===== src/hw/sts_defs.vh =====
// Purpose: constants for the system temperature supervisor
// Assumes: 25 MHz clock
// Notes:   temperatures are signed 8-bit whole degrees C
`ifndef STS_DEFS_VH
`define STS_DEFS_VH

// ********************************************************
// Bus map and register layout
// ********************************************************
`define STS_IO_BASE        10'h250
`define STS_IO_SPAN_BITS   3
`define STS_IDX_SIGNATURE  3'h0
`define STS_IDX_STATUS     3'h1
`define STS_IDX_CONTROL    3'h5
`define STS_SIGNATURE_VAL  8'h5A  // Arbitrary value
`define STS_RANGE_LSB      0
`define STS_MAINS_BIT      2
`define STS_BATT_BIT       3
`define STS_CTRL_RESET     8'h00

// ********************************************************
// Temperature ranges and thresholds
// ********************************************************
`define STS_RANGE_COLD     2'h0
`define STS_RANGE_COOL     2'h1
`define STS_RANGE_WARM     2'h2
`define STS_RANGE_HOT      2'h3
`define STS_T_COLD_LO      8'sh00
`define STS_T_COLD_HI      8'sh03
`define STS_T_WARM_LO      8'sh0F
`define STS_T_WARM_HI      8'sh12
`define STS_T_HOT_LO       8'sh2F
`define STS_T_HOT_HI       8'sh37
`define STS_T_SIMULATED    8'sh0A

// ********************************************************
// Jumper codes
// ********************************************************
`define STS_JMP_NONE       2'h0
`define STS_JMP_ONBOARD    2'h1
`define STS_JMP_FIXED      2'h2

// ********************************************************
// Timing
// ********************************************************
`define STS_CLK_HZ         25000000
`define STS_FLASH_HZ       1
`define STS_FLASH_HALF     (`STS_CLK_HZ / (2 * `STS_FLASH_HZ))
`define STS_FLASH_W        24
`endif


===== src/hw/sts_sync2.v =====
// Purpose: two-flop synchroniser for a vector of pins
// Assumes: inputs asynchronous to clk_i
// Notes:   first stage read only by the second
`timescale 1ns/1ps
module sts_sync2 #(
    parameter W = 1
) (
    input  wire         clk_i,  // Clock
    input  wire         rst_i,  // Sync reset
    input  wire [W-1:0] d_i,    // Async input
    input  wire [W-1:0] init_i, // Value in reset (constant)
    output reg  [W-1:0] q_o     // Synchronised
);
    reg [W-1:0] meta_reg;

    always @(posedge clk_i)
    begin
        if (rst_i)
        begin
            meta_reg <= init_i;
            q_o      <= init_i;
        end
        else
        begin
            meta_reg <= d_i;
            q_o      <= meta_reg;
        end
    end
endmodule // sts_sync2


===== src/hw/sts_hyst.v =====
// Purpose: one hysteresis comparator
// Assumes: signed temperature
// Notes:   above set at > hi, cleared at < lo, held between
`timescale 1ns/1ps
module sts_hyst #(
    parameter signed [7:0] LO   = 8'sh00,
    parameter signed [7:0] HI   = 8'sh03,
    parameter              INIT = 1'b0
) (
    input  wire              clk_i,  // Clock
    input  wire              rst_i,  // Sync reset
    input  wire signed [7:0] temp_i, // Temperature
    output reg               above_o // High side of the threshold
);
    always @(posedge clk_i)
    begin
        if (rst_i)
            above_o <= INIT;
        else if (temp_i > HI)
            above_o <= 1'b1;
        else if (temp_i < LO)
            above_o <= 1'b0;
    end
endmodule // sts_hyst


===== src/hw/sts_top.v =====
// Purpose: temperature supervisor with ISA-style I/O port and Wishbone access
// Assumes: pins asynchronous, standby power equals clk running
// Notes:   Wishbone answers in one cycle; ISA reads answer combinationally
//
// Our own choices: register access over Wishbone and the register addresses.
`timescale 1ns/1ps
`include "sts_defs.vh"
module sts_top (
    input  wire        clk_i,            // 25 MHz standby clock
    input  wire        rst_i,            // Sync reset, active high
    // Wishbone slave
    input  wire        wb_cyc_i,         // Cycle
    input  wire        wb_stb_i,         // Strobe
    input  wire        wb_we_i,          // Write enable
    input  wire [2:0]  wb_adr_i,         // Word index
    input  wire [3:0]  wb_sel_i,         // Byte lanes
    input  wire [31:0] wb_dat_i,         // Write data
    output reg  [31:0] wb_dat_o,         // Read data
    output reg         wb_ack_o,         // Acknowledge
    // ISA-style I/O pins
    input  wire [9:0]  isa_sa_i,         // Address lines
    input  wire        isa_aen_i,        // DMA address enable
    input  wire        isa_ior_n_i,      // Read strobe, low
    input  wire        isa_iow_n_i,      // Write strobe, low
    input  wire [7:0]  isa_sd_i,         // Data in
    output wire [7:0]  isa_sd_o,         // Data out
    output wire        isa_sd_oe_o,      // Data drive enable
    // Sensor and power status pins
    input  wire [1:0]  temp_source_jumper_i,       // Source jumper code
    input  wire signed [7:0] external_temp_i,      // Digitised external sensor
    input  wire        external_temp_sensor_short_i, // Sensor shorted
    input  wire        external_temp_sensor_open_i,  // Sensor open
    input  wire signed [7:0] onboard_temp_i,       // Digitised on-board sensor
    input  wire        battery_temp_sensor_short_i,  // Battery jumper fitted
    input  wire        mains_good_i,     // Mains judged good
    input  wire        rail5_ok_i,       // 5 V in tolerance
    input  wire        rail12_ok_i,      // 12 V in tolerance
    input  wire        rails_on_i,       // Main rails switched on
    input  wire        standby_on_i,     // Standby rail on
    input  wire        battery_present_i, // Battery present
    input  wire        ps_on_n_i,        // Power-on request, low
    input  wire        cpu_running_i,    // Main outputs already on
    // Outputs
    output reg         mode_indicator_green_o, // Mode LED green
    output reg         mode_indicator_red_o,   // Mode LED red
    output reg         mains_good_indicator_o, // Mains LED
    output reg         overtemp_indicator_o,   // Overtemp_indicator
    output reg         undertemp_indicator_o,  // Undertemp_indicator
    output reg         power_good_o,     // Power-good
    output reg         heater_on_o,      // Heater control
    output reg         fan_on_o,         // Fan control
    output reg         critical_alarm_o, // Critical alarm
    output reg         start_request_o,  // Start main outputs
    output reg         serial_mains_fail_o, // Serial mains failure
    output reg         serial_batt_low_o,   // Serial battery low
    output reg         batt_temp_ctrl_en_o  // Battery temperature control on
);
    // ********************************************************
    // Synchronisers
    // ********************************************************
    wire [28:0] pin_raw;
    wire [28:0] pin_s;
    assign pin_raw = {temp_source_jumper_i, external_temp_i, external_temp_sensor_short_i,
                      external_temp_sensor_open_i, onboard_temp_i, battery_temp_sensor_short_i,
                      mains_good_i, rail5_ok_i, rail12_ok_i, rails_on_i, standby_on_i,
                      battery_present_i, ps_on_n_i, cpu_running_i};

    // Sync inputs first
    // Request flushes high, so reset never looks like a start request
    sts_sync2 #(.W(29)) u_sync (
        .clk_i  (clk_i),
        .rst_i  (rst_i),
        .d_i    (pin_raw),
        .init_i (29'h0000002),
        .q_o    (pin_s)
    );

    wire [1:0]        jmp_s      = pin_s[28:27];
    wire signed [7:0] ext_s      = pin_s[26:19];
    wire              short_s    = pin_s[18];
    wire              open_s     = pin_s[17];
    wire signed [7:0] onb_s      = pin_s[16:9];
    wire              bshort_s   = pin_s[8];
    wire              mains_s    = pin_s[7];
    wire              r5_s       = pin_s[6];
    wire              r12_s      = pin_s[5];
    wire              rails_s    = pin_s[4];
    wire              stby_s     = pin_s[3];
    wire              batt_s     = pin_s[2];
    wire              ps_on_n_s  = pin_s[1];
    wire              running_s  = pin_s[0];

    // ********************************************************
    // Temperature source
    // ********************************************************
    reg signed [7:0] temp_sel;
    always @*
    begin
        case (jmp_s)
            `STS_JMP_ONBOARD: temp_sel = onb_s;
            `STS_JMP_FIXED:   temp_sel = `STS_T_SIMULATED;
            default:
            begin
                if (short_s)
                    temp_sel = 8'sh80;
                else if (open_s)
                    temp_sel = 8'sh7F;
                else
                    temp_sel = ext_s;
            end
        endcase
    end

    // ********************************************************
    // Hysteresis comparators
    // ********************************************************
    wire above_cold;
    wire above_warm;
    wire above_hot;
    // Bands are nested, so the three flags never disagree
    // Cold/cool band
    sts_hyst #(
        .LO   (`STS_T_COLD_LO),
        .HI   (`STS_T_COLD_HI),
        .INIT (1'b1)
    ) u_h0 (
        .clk_i   (clk_i),
        .rst_i   (rst_i),
        .temp_i  (temp_sel),
        .above_o (above_cold)
    );
    sts_hyst #(
        .LO   (`STS_T_WARM_LO),
        .HI   (`STS_T_WARM_HI),
        .INIT (1'b0)
    ) u_h1 (
        .clk_i   (clk_i),
        .rst_i   (rst_i),
        .temp_i  (temp_sel),
        .above_o (above_warm)
    );
    sts_hyst #(
        .LO   (`STS_T_HOT_LO),
        .HI   (`STS_T_HOT_HI),
        .INIT (1'b0)
    ) u_h2 (
        .clk_i   (clk_i),
        .rst_i   (rst_i),
        .temp_i  (temp_sel),
        .above_o (above_hot)
    );

    wire [1:0] range = !above_cold ? `STS_RANGE_COLD :
                       above_hot   ? `STS_RANGE_HOT  :
                       above_warm  ? `STS_RANGE_WARM : `STS_RANGE_COOL;

    // ********************************************************
    // Flash generator
    // ********************************************************
    reg [`STS_FLASH_W-1:0] flash_cnt_reg;
    reg                    flash_reg;
    always @(posedge clk_i)
    begin
        if (rst_i)
        begin
            // Start lit so an extreme range shows at once
            flash_cnt_reg <= {`STS_FLASH_W{1'b0}};
            flash_reg     <= 1'b1;
        end
        else if (flash_cnt_reg == `STS_FLASH_HALF - 1)
        begin
            flash_cnt_reg <= {`STS_FLASH_W{1'b0}};
            flash_reg     <= ~flash_reg;
        end
        else
            flash_cnt_reg <= flash_cnt_reg + 1'b1;
    end

    // ********************************************************
    // Control register (Wishbone)
    // ********************************************************
    // Bit0 forces heater and fan off for maintenance
    reg  [7:0] ctrl_reg;
    wire       force_off = ctrl_reg[0];

    // ********************************************************
    // Output decode
    // ********************************************************
    wire start_allowed = (range == `STS_RANGE_COOL) || (range == `STS_RANGE_WARM);
    always @(posedge clk_i)
    begin
        if (rst_i)
        begin
            mode_indicator_green_o <= 1'b0;
            mode_indicator_red_o   <= 1'b0;
            mains_good_indicator_o <= 1'b0;
            overtemp_indicator_o   <= 1'b0;
            undertemp_indicator_o  <= 1'b0;
            power_good_o           <= 1'b0;
            heater_on_o            <= 1'b0;
            fan_on_o               <= 1'b0;
            critical_alarm_o       <= 1'b0;
            start_request_o        <= 1'b0;
            serial_mains_fail_o    <= 1'b0;
            serial_batt_low_o      <= 1'b0;
            batt_temp_ctrl_en_o    <= 1'b0;
        end
        else
        begin
            mode_indicator_green_o <= rails_s | stby_s;
            mode_indicator_red_o   <= ~rails_s & stby_s;
            mains_good_indicator_o <= mains_s;
            power_good_o           <= r5_s & r12_s;
            undertemp_indicator_o  <= (range == `STS_RANGE_COLD) & flash_reg;
            overtemp_indicator_o   <= (range == `STS_RANGE_HOT) & flash_reg;
            critical_alarm_o       <= (range == `STS_RANGE_HOT);
            heater_on_o            <= (range == `STS_RANGE_COLD) & ~force_off;
            fan_on_o               <= range[1] & ~force_off;
            serial_mains_fail_o    <= (range == `STS_RANGE_HOT) | ~mains_s;
            serial_batt_low_o      <= (range == `STS_RANGE_HOT);
            // Low request starts; gated; running holds
            start_request_o        <= ~ps_on_n_s & (start_allowed | (running_s & start_request_o));
            batt_temp_ctrl_en_o    <= ~bshort_s;
        end
    end

    // ********************************************************
    // Status byte
    // ********************************************************
    // Range code in low bits
    wire [7:0] status_byte = {4'h0, batt_s, mains_s, range};

    // ********************************************************
    // ISA-style port
    // ********************************************************
    // Decode with AEN low; 250h-257h only
    wire isa_hit = ~isa_aen_i &&
                   (isa_sa_i[9:`STS_IO_SPAN_BITS] == `STS_IO_BASE >> `STS_IO_SPAN_BITS);
    reg [7:0] isa_rd;
    always @*
    begin
        case (isa_sa_i[2:0])
            `STS_IDX_SIGNATURE: isa_rd = `STS_SIGNATURE_VAL;
            `STS_IDX_STATUS:    isa_rd = status_byte;
            default:            isa_rd = 8'h00;
        endcase
    end
    assign isa_sd_o    = isa_rd;
    assign isa_sd_oe_o = isa_hit & ~isa_ior_n_i;

    // ********************************************************
    // Wishbone slave
    // ********************************************************
    wire wb_req = wb_cyc_i & wb_stb_i & ~wb_ack_o;
    always @(posedge clk_i)
    begin
        if (rst_i)
        begin
            wb_ack_o <= 1'b0;
            wb_dat_o <= 32'h0000_0000;
            ctrl_reg <= `STS_CTRL_RESET;
        end
        else
        begin
            wb_ack_o <= wb_req;
            if (wb_req && !wb_we_i)
            begin
                case (wb_adr_i)
                    `STS_IDX_SIGNATURE: wb_dat_o <= {24'h0, `STS_SIGNATURE_VAL};
                    `STS_IDX_STATUS:    wb_dat_o <= {24'h0, status_byte};
                    `STS_IDX_CONTROL:   wb_dat_o <= {24'h0, ctrl_reg};
                    default:            wb_dat_o <= 32'h0000_0000;
                endcase
            end
            if (wb_req && wb_we_i && wb_sel_i[0] && wb_adr_i == `STS_IDX_CONTROL)
                ctrl_reg <= wb_dat_i[7:0];
        end
    end
endmodule // sts_top


===== config.mk =====
export PLATFORM = sky130hd
export DESIGN_NAME = sts_top
export DESIGN_NICKNAME = d
export VERILOG_FILES = /design/src/hw/sts_sync2.v /design/src/hw/sts_hyst.v /design/src/hw/sts_top.v
export VERILOG_INCLUDE_DIRS = /design/src /design/src/hw
export SDC_FILE = /design/constraint.sdc
export NUM_CORES = 1
export LEC_CHECK = 0
export BUFFER_PORTS_ARGS = -buffer_cell sky130_fd_sc_hd__buf_2
export CORE_MARGIN = 2
export CORE_UTILIZATION = 47
export CTS_BUF_LIST = sky130_fd_sc_hd__clkbuf_8
export CTS_CLUSTER_SIZE = 20
export DETAILED_ROUTE_END_ITERATION = 6
export PLACE_DENSITY = 0.79
export SYNTH_ARGS = -nofsm -noshare
export SYNTH_HDL_FRONTEND = slang
export SYNTH_SLANG_ARGS = --single-unit

===== constraint.sdc =====
create_clock -name clk_i -period 1.8 [get_ports clk_i]
set_input_delay 0.18 -clock clk_i [delete_from_list [all_inputs] [get_ports clk_i]]
set_output_delay 0.18 -clock clk_i [all_outputs]
set_load 0.01 [all_outputs]

* Word level (Yosys, flattened, before mapping)
Index checks and enable logic that the tools add are counted.
Storage, ports and cells: logic and storage cells 88, register bits after elaboration 139, input bits 94, output and inout bits 55
Operators by class: equality and inequality tests 10, multiplexer cells 12, bitwise operators 23, $lt $le $gt $ge 6, reduce and logical (&&, ||, !) cells 14, $add $sub $neg 1
Operators by type and width (number):
- adder 24 x 1 -> 24 bit, second input constant | 1
- equality test 24 bit, second input constant | 1
- one-hot mux 8 bit (3 select lines) | 1
- two-way mux 8 bit | 2
- one-hot mux 8 bit (2 select lines) | 1
- one-hot mux 7 bit (2 select lines) | 1
- AND 1 bit | 11
- NOT 1 bit | 9
- greater-than comparator 8 x 3 -> 1 bit, second input constant | 1
- greater-than comparator 8 x 6 -> 1 bit, second input constant | 1
- greater-than comparator 8 x 7 -> 1 bit, second input constant | 1
- < comparator 8 x 1 -> 1 bit, second input constant | 1
- < comparator 8 x 5 -> 1 bit, second input constant | 1
- < comparator 8 x 7 -> 1 bit, second input constant | 1
- equality test 7 bit, second input constant | 1
- equality test 2 bit, second input constant | 3
- equality test 3 x 1 -> 1 bit, second input constant | 2
- logical NOT 3 bit | 2
- two-way mux 2 bit | 3
- logical AND 1 bit | 5
- equality test 2 x 1 -> 1 bit, second input constant | 2
- two-way mux 1 bit | 4
- nonzero test 2 bit | 2
- OR reduction 2 bit | 2
- other kinds (5) | 7

* Logic depth before layout (Yosys ltp)
word-level depth 7, gate-level depth with buffers 7, mapped depth without buffers 7

* By module
A second synthesis with hierarchy kept.
Unflattened totals: cell total of the unflattened synthesis 457, area total of the unflattened synthesis 4779.6 µm²
Modules (own cells, without submodules):
- sts_top | times used 1, sequential area each 1081.0 µm², cells an instance 318, area an instance 2675.1 µm²
- sts_sync2 | times used 1, sequential area each 1161.1 µm², cells an instance 122, area an instance 1938.1 µm²
- sts_hyst at u_h2 | times used 1, sequential area each 20.0 µm², cells an instance 6, area an instance 63.8 µm²
- sts_hyst at u_h1 | times used 1, sequential area each 20.0 µm², cells an instance 6, area an instance 53.8 µm²
- sts_hyst at u_h0 | times used 1, sequential area each 20.0 µm², cells an instance 5, area an instance 48.8 µm²

* Worst setup path after synthesis
Ideal clock, no wire load.
path kind register to register, from register flash_cnt_reg[9], to register flash_cnt_reg[13], path buffers 2, stages on the path, launching flop included 7, data required time 1.685 ns, library setup time 0.115 ns, data arrival time 1.635 ns, period minus slack after synthesis 1.750 ns, setup slack 0.050 ns, cell sequence dfxtp_1 or4_1 nor4_1 or2_2 buf_2 buf_4 nor2_1
On the way: cells in the longest elaborated chain, start to end 2, elaborated cells on any way between the ends 3, those cells by class add/sub (1); eq/ne (1); reduce/logical (1)
RTL lines:
- from (decl) | line sts_top.v:160 | reg [`STS_FLASH_W-1:0] flash_cnt_reg;
- from (signal assigned) | line sts_top.v:167 | flash_cnt_reg <= {`STS_FLASH_W{1'b0}};
- from (signal assigned) | line sts_top.v:172 | flash_cnt_reg <= {`STS_FLASH_W{1'b0}};
- from (signal assigned) | line sts_top.v:176 | flash_cnt_reg <= flash_cnt_reg + 1'b1;
- branches (longest 2 deep; another with adder 24 x 1 -> 24 bit)
Parallel ways; which one is timed is not known. A chain may end at the register's enable or synchronous reset.

* Worst setup path after layout
from register u_sync.q_o[28], to register u_h1.above_o
On the way: cells in the longest elaborated chain, start to end 4, elaborated cells on any way between the ends 7, those cells by class order compare (2); eq/ne (2); mux (2); reduce/logical (1)
RTL lines:
- from (decl) | line sts_sync2.v:12 | output reg [W-1:0] q_o
- from (signal assigned) | line sts_sync2.v:21 | q_o <= init_i;
- from (signal assigned) | line sts_sync2.v:26 | q_o <= meta_reg;
- equality test 2 bit / equality test 2 x 1 -> 1 bit (equally long branches) | line sts_top.v:99 | case (jmp_s)
- one-hot mux 8 bit (2 select lines) * | line sts_top.v:99
- greater-than comparator 8 x 6 -> 1 bit / < comparator 8 x 5 -> 1 bit (equally long branches) | line sts_hyst.v:19, sts_hyst.v:21
- two-way mux 1 bit / nonzero test 2 bit (equally long branches)
- to (signal assigned) | line sts_hyst.v:18 | above_o <= INIT;
- to (signal assigned) | line sts_hyst.v:20 | above_o <= 1'b1;
- to (signal assigned) | line sts_hyst.v:22 | above_o <= 1'b0;
- to (decl) | line sts_hyst.v:13 | output reg above_o
Mark *: on every way between the ends. The rest lies on a longest branch, timed or not.

==> impl_metrics.yaml <==
synthesis:
  avgSynthCellArea_um2: 9.65
  synthFlopType: "dfxtp_1"
  synth_seq_cells: 115
  mappedNetlistArea_um2: 4330
  ys_warn_count: 0
  ys_seq_area_share_pct: 53.2
  syn_inst: 448
  yosysUniqueCellTypes: 52
  synthArstFlopShare_pct: 0
  synth_edf_count: 0
timing:
  setup_viol: 0
  finalMaxSlewViolations: 0
  worst_slack_ps: 55.2
  fin_tns_setup_ps: 0
  skew_ps: 6.76
  hold_violations: 0
  fmax_ghz: 0.573
  fin_crit_ps: 1740
  fin_crit_sh_pct: 96.9
clock_tree:
  clock_latency_ps: 420
  post_cts_buffers: 0
  cts.clk_slew.worst_paths_ps: 70
  root_buffer: "clkbuf_8"
  cts_buffer_depth: 2
  cts.sink_count: 115
  cts_tree: "yes"
  htree_num_levels: 4
  numCtsBuffers: 17
place:
  dp_hpwl_um: 5730
  port_buffers: 86
  pre_cts_ws_ps: -69.5
  gp_congestion: 0.819
detailed_routing:
  drt-pass1-iter-count: 4
  num_vias: 3354
  wl_per_cell_um: 12.2
  postRouteWirelength_um: 8630
  drc_errors: 0
  ant_nets: 0
  drtIter0Drc: 77
  vias_per_cell: 4.75
global_route:
  grt_max_degree: 42
  grt_pass1_wl_um: 13900
  grt_remaining_overflow: 0
  antenna_found_initial: 0
  grt_use_total_pct: 17.9
  first_global_vias: 3226
critical_path:
  end_kind: "flip-flop"
  cp.arrival_ps: 2050
  start_kind: "flip-flop"
  worstPathMaxFanout: 5
  worstSetupPathType: "flip-flop to flip-flop"
  required_ps: 2110
floorplanning:
  rows: 35
  chipHeight_um: 99.9
  die-area_um2: 9990
  die_w_um: 99.9
  core-area_um2: 9060
  boundaryPins: 149
  initial_core_util_pct: 47.7
power:
  power_leakage_nw: 2.35
  p_per_area_nw_per_um2: 966
  power.total_w: 0.00543
  peakVddDrop_v: 0.000570
min_path:
  hold_class: "primary input to flip-flop"
layout:
  area_growth_pct: 29.9
  fin_nets: 679
  layout-drive-gt1-share_pct: 25.9
  diodes: 0
flow_run:
  cap_violations: 0
status:
  status: "completed"
power breakdown:
| part | internal [W] | total [W] | switching, W |
|---|---|---|---|
| Combinational | 0.000208 | 0.000408 | 0.000200 |
| Sequential | 0.00263 | 0.00267 | 0.0000381 |
| Clock | 0.00128 | 0.00235 | 0.00107 |
| Total | 0.00412 | 0.00543 | 0.00131 |
cell usage after synthesis, types with 6 or more instances:
library cell | count | share of area, %
clkbuf_1 | 12 | 1.0
nor3_1 | 15 | 1.7
buf_4 | 30 | 5.2
nand3_1 | 16 | 1.9
o21ai_0 | 9 | 1.0
xnor2_1 | 17 | 3.4
mux2i_1 | 8 | 1.9
a21oi_1 | 12 | 1.4
nor2b_1 | 59 | 8.5
nor2_1 | 56 | 4.9
xor2_1 | 6 | 1.2
dfxtp_1 | 115 | 53
inv_1 | 11 | 0.95
nand2_1 | 20 | 1.7
per-layer routing:
layer	track usage (%)	routed length, um	vias up
met5	0	0	-
met1	18.9	3610	1527
met3	5.15	453	17
met2	32.3	4380	118
li1	-	-	1692
met4	9.48	178	0
layout by cell type, fill, tap and decap left out, drive strengths merged, types with 4 or more instances in the layout:
cell         Yosys  layout
o21ai            9       9
nor2            57      57
inv             11      13
xnor2           17      17
nand2           20      20
buf             33     100
mux2i            8       8
or2              4       4
dfxtp          115     115
a211oi           5       5
nor2b           59      59
a21oi           12      12
conb             1      26
nand3           16      16
nand4            4       4
clkinvlp         0       4
xor2             6       6
dlygate4sd3      0      35
clkbuf          12      18
clkinv           0       6
nor3            17      17
o2bb2ai          4       4
timing repair:
| item | 4_1_cts | 5_1_grt |
|---|---|---|
| hold buffers | 35 | 0 |
| endpoints found under the hold margin | 35 | 0 |
| endpoints found under the setup margin | 4 | 7 |
| pin swaps | 0 | 3 |
| resized for setup | 3 | 7 |
critical path: stages, from the launching register on:
cell and delay [ps]:
dfxtp_1 370, inv_1 60, ha_1 210, nor2b_2 200, o2bb2ai_2 160, a211o_1 310
o311a_1 330
cells by family after synthesis:
| family | share of synthesized area (%) |
|---|---|
| and+or+nand+nor | 25.3 |
| DFF | 53.2 |
| buffers and inverters | 7.67 |
| AOI/OAI and AO/OA | 6.13 |
| xor gates and xnor gates | 4.66 |
| muxes | 2.11 |
| adders and majority gates | 0.868 |
| other | 0.0867 |
final timing paths:
kind | from | to | slack [ps] | cells after the start
max | u_sync.q_o[28] | u_h1.above_o | 60 | 6
min | wb_dat_i[1] | ctrl_reg[1] | 40 | 3
max reg2reg | u_sync.q_o[28] | u_h1.above_o | 60 | 6
min reg2reg | u_sync.q_o[1] | start_request_o | 390 | 1
layout make-up:
class / instances / area, um^2
timing repair buffer: 135 / 898
inverter: 11 / 41.3
clock buffer: 18 / 248
multi-input combinational: 302 / 1830
tap: 111 / 139
clock inverter: 14 / 156
sequential: 115 / 2300
fill: 761 / 3450
stage by stage:
step	utilization [%]	hold slack, ps	instance area (um^2)	std cells
floorplan	-	284	4420	473
global placement	53.1	374	4820	639
detailed placement	53.1	369	4820	639
CTS	61.6	0.0953	5580	706
global route	62.0	29.2	5620	706
finish	62.0	35.1	5620	706
Note: power is estimated with default switching activity, not from simulation.
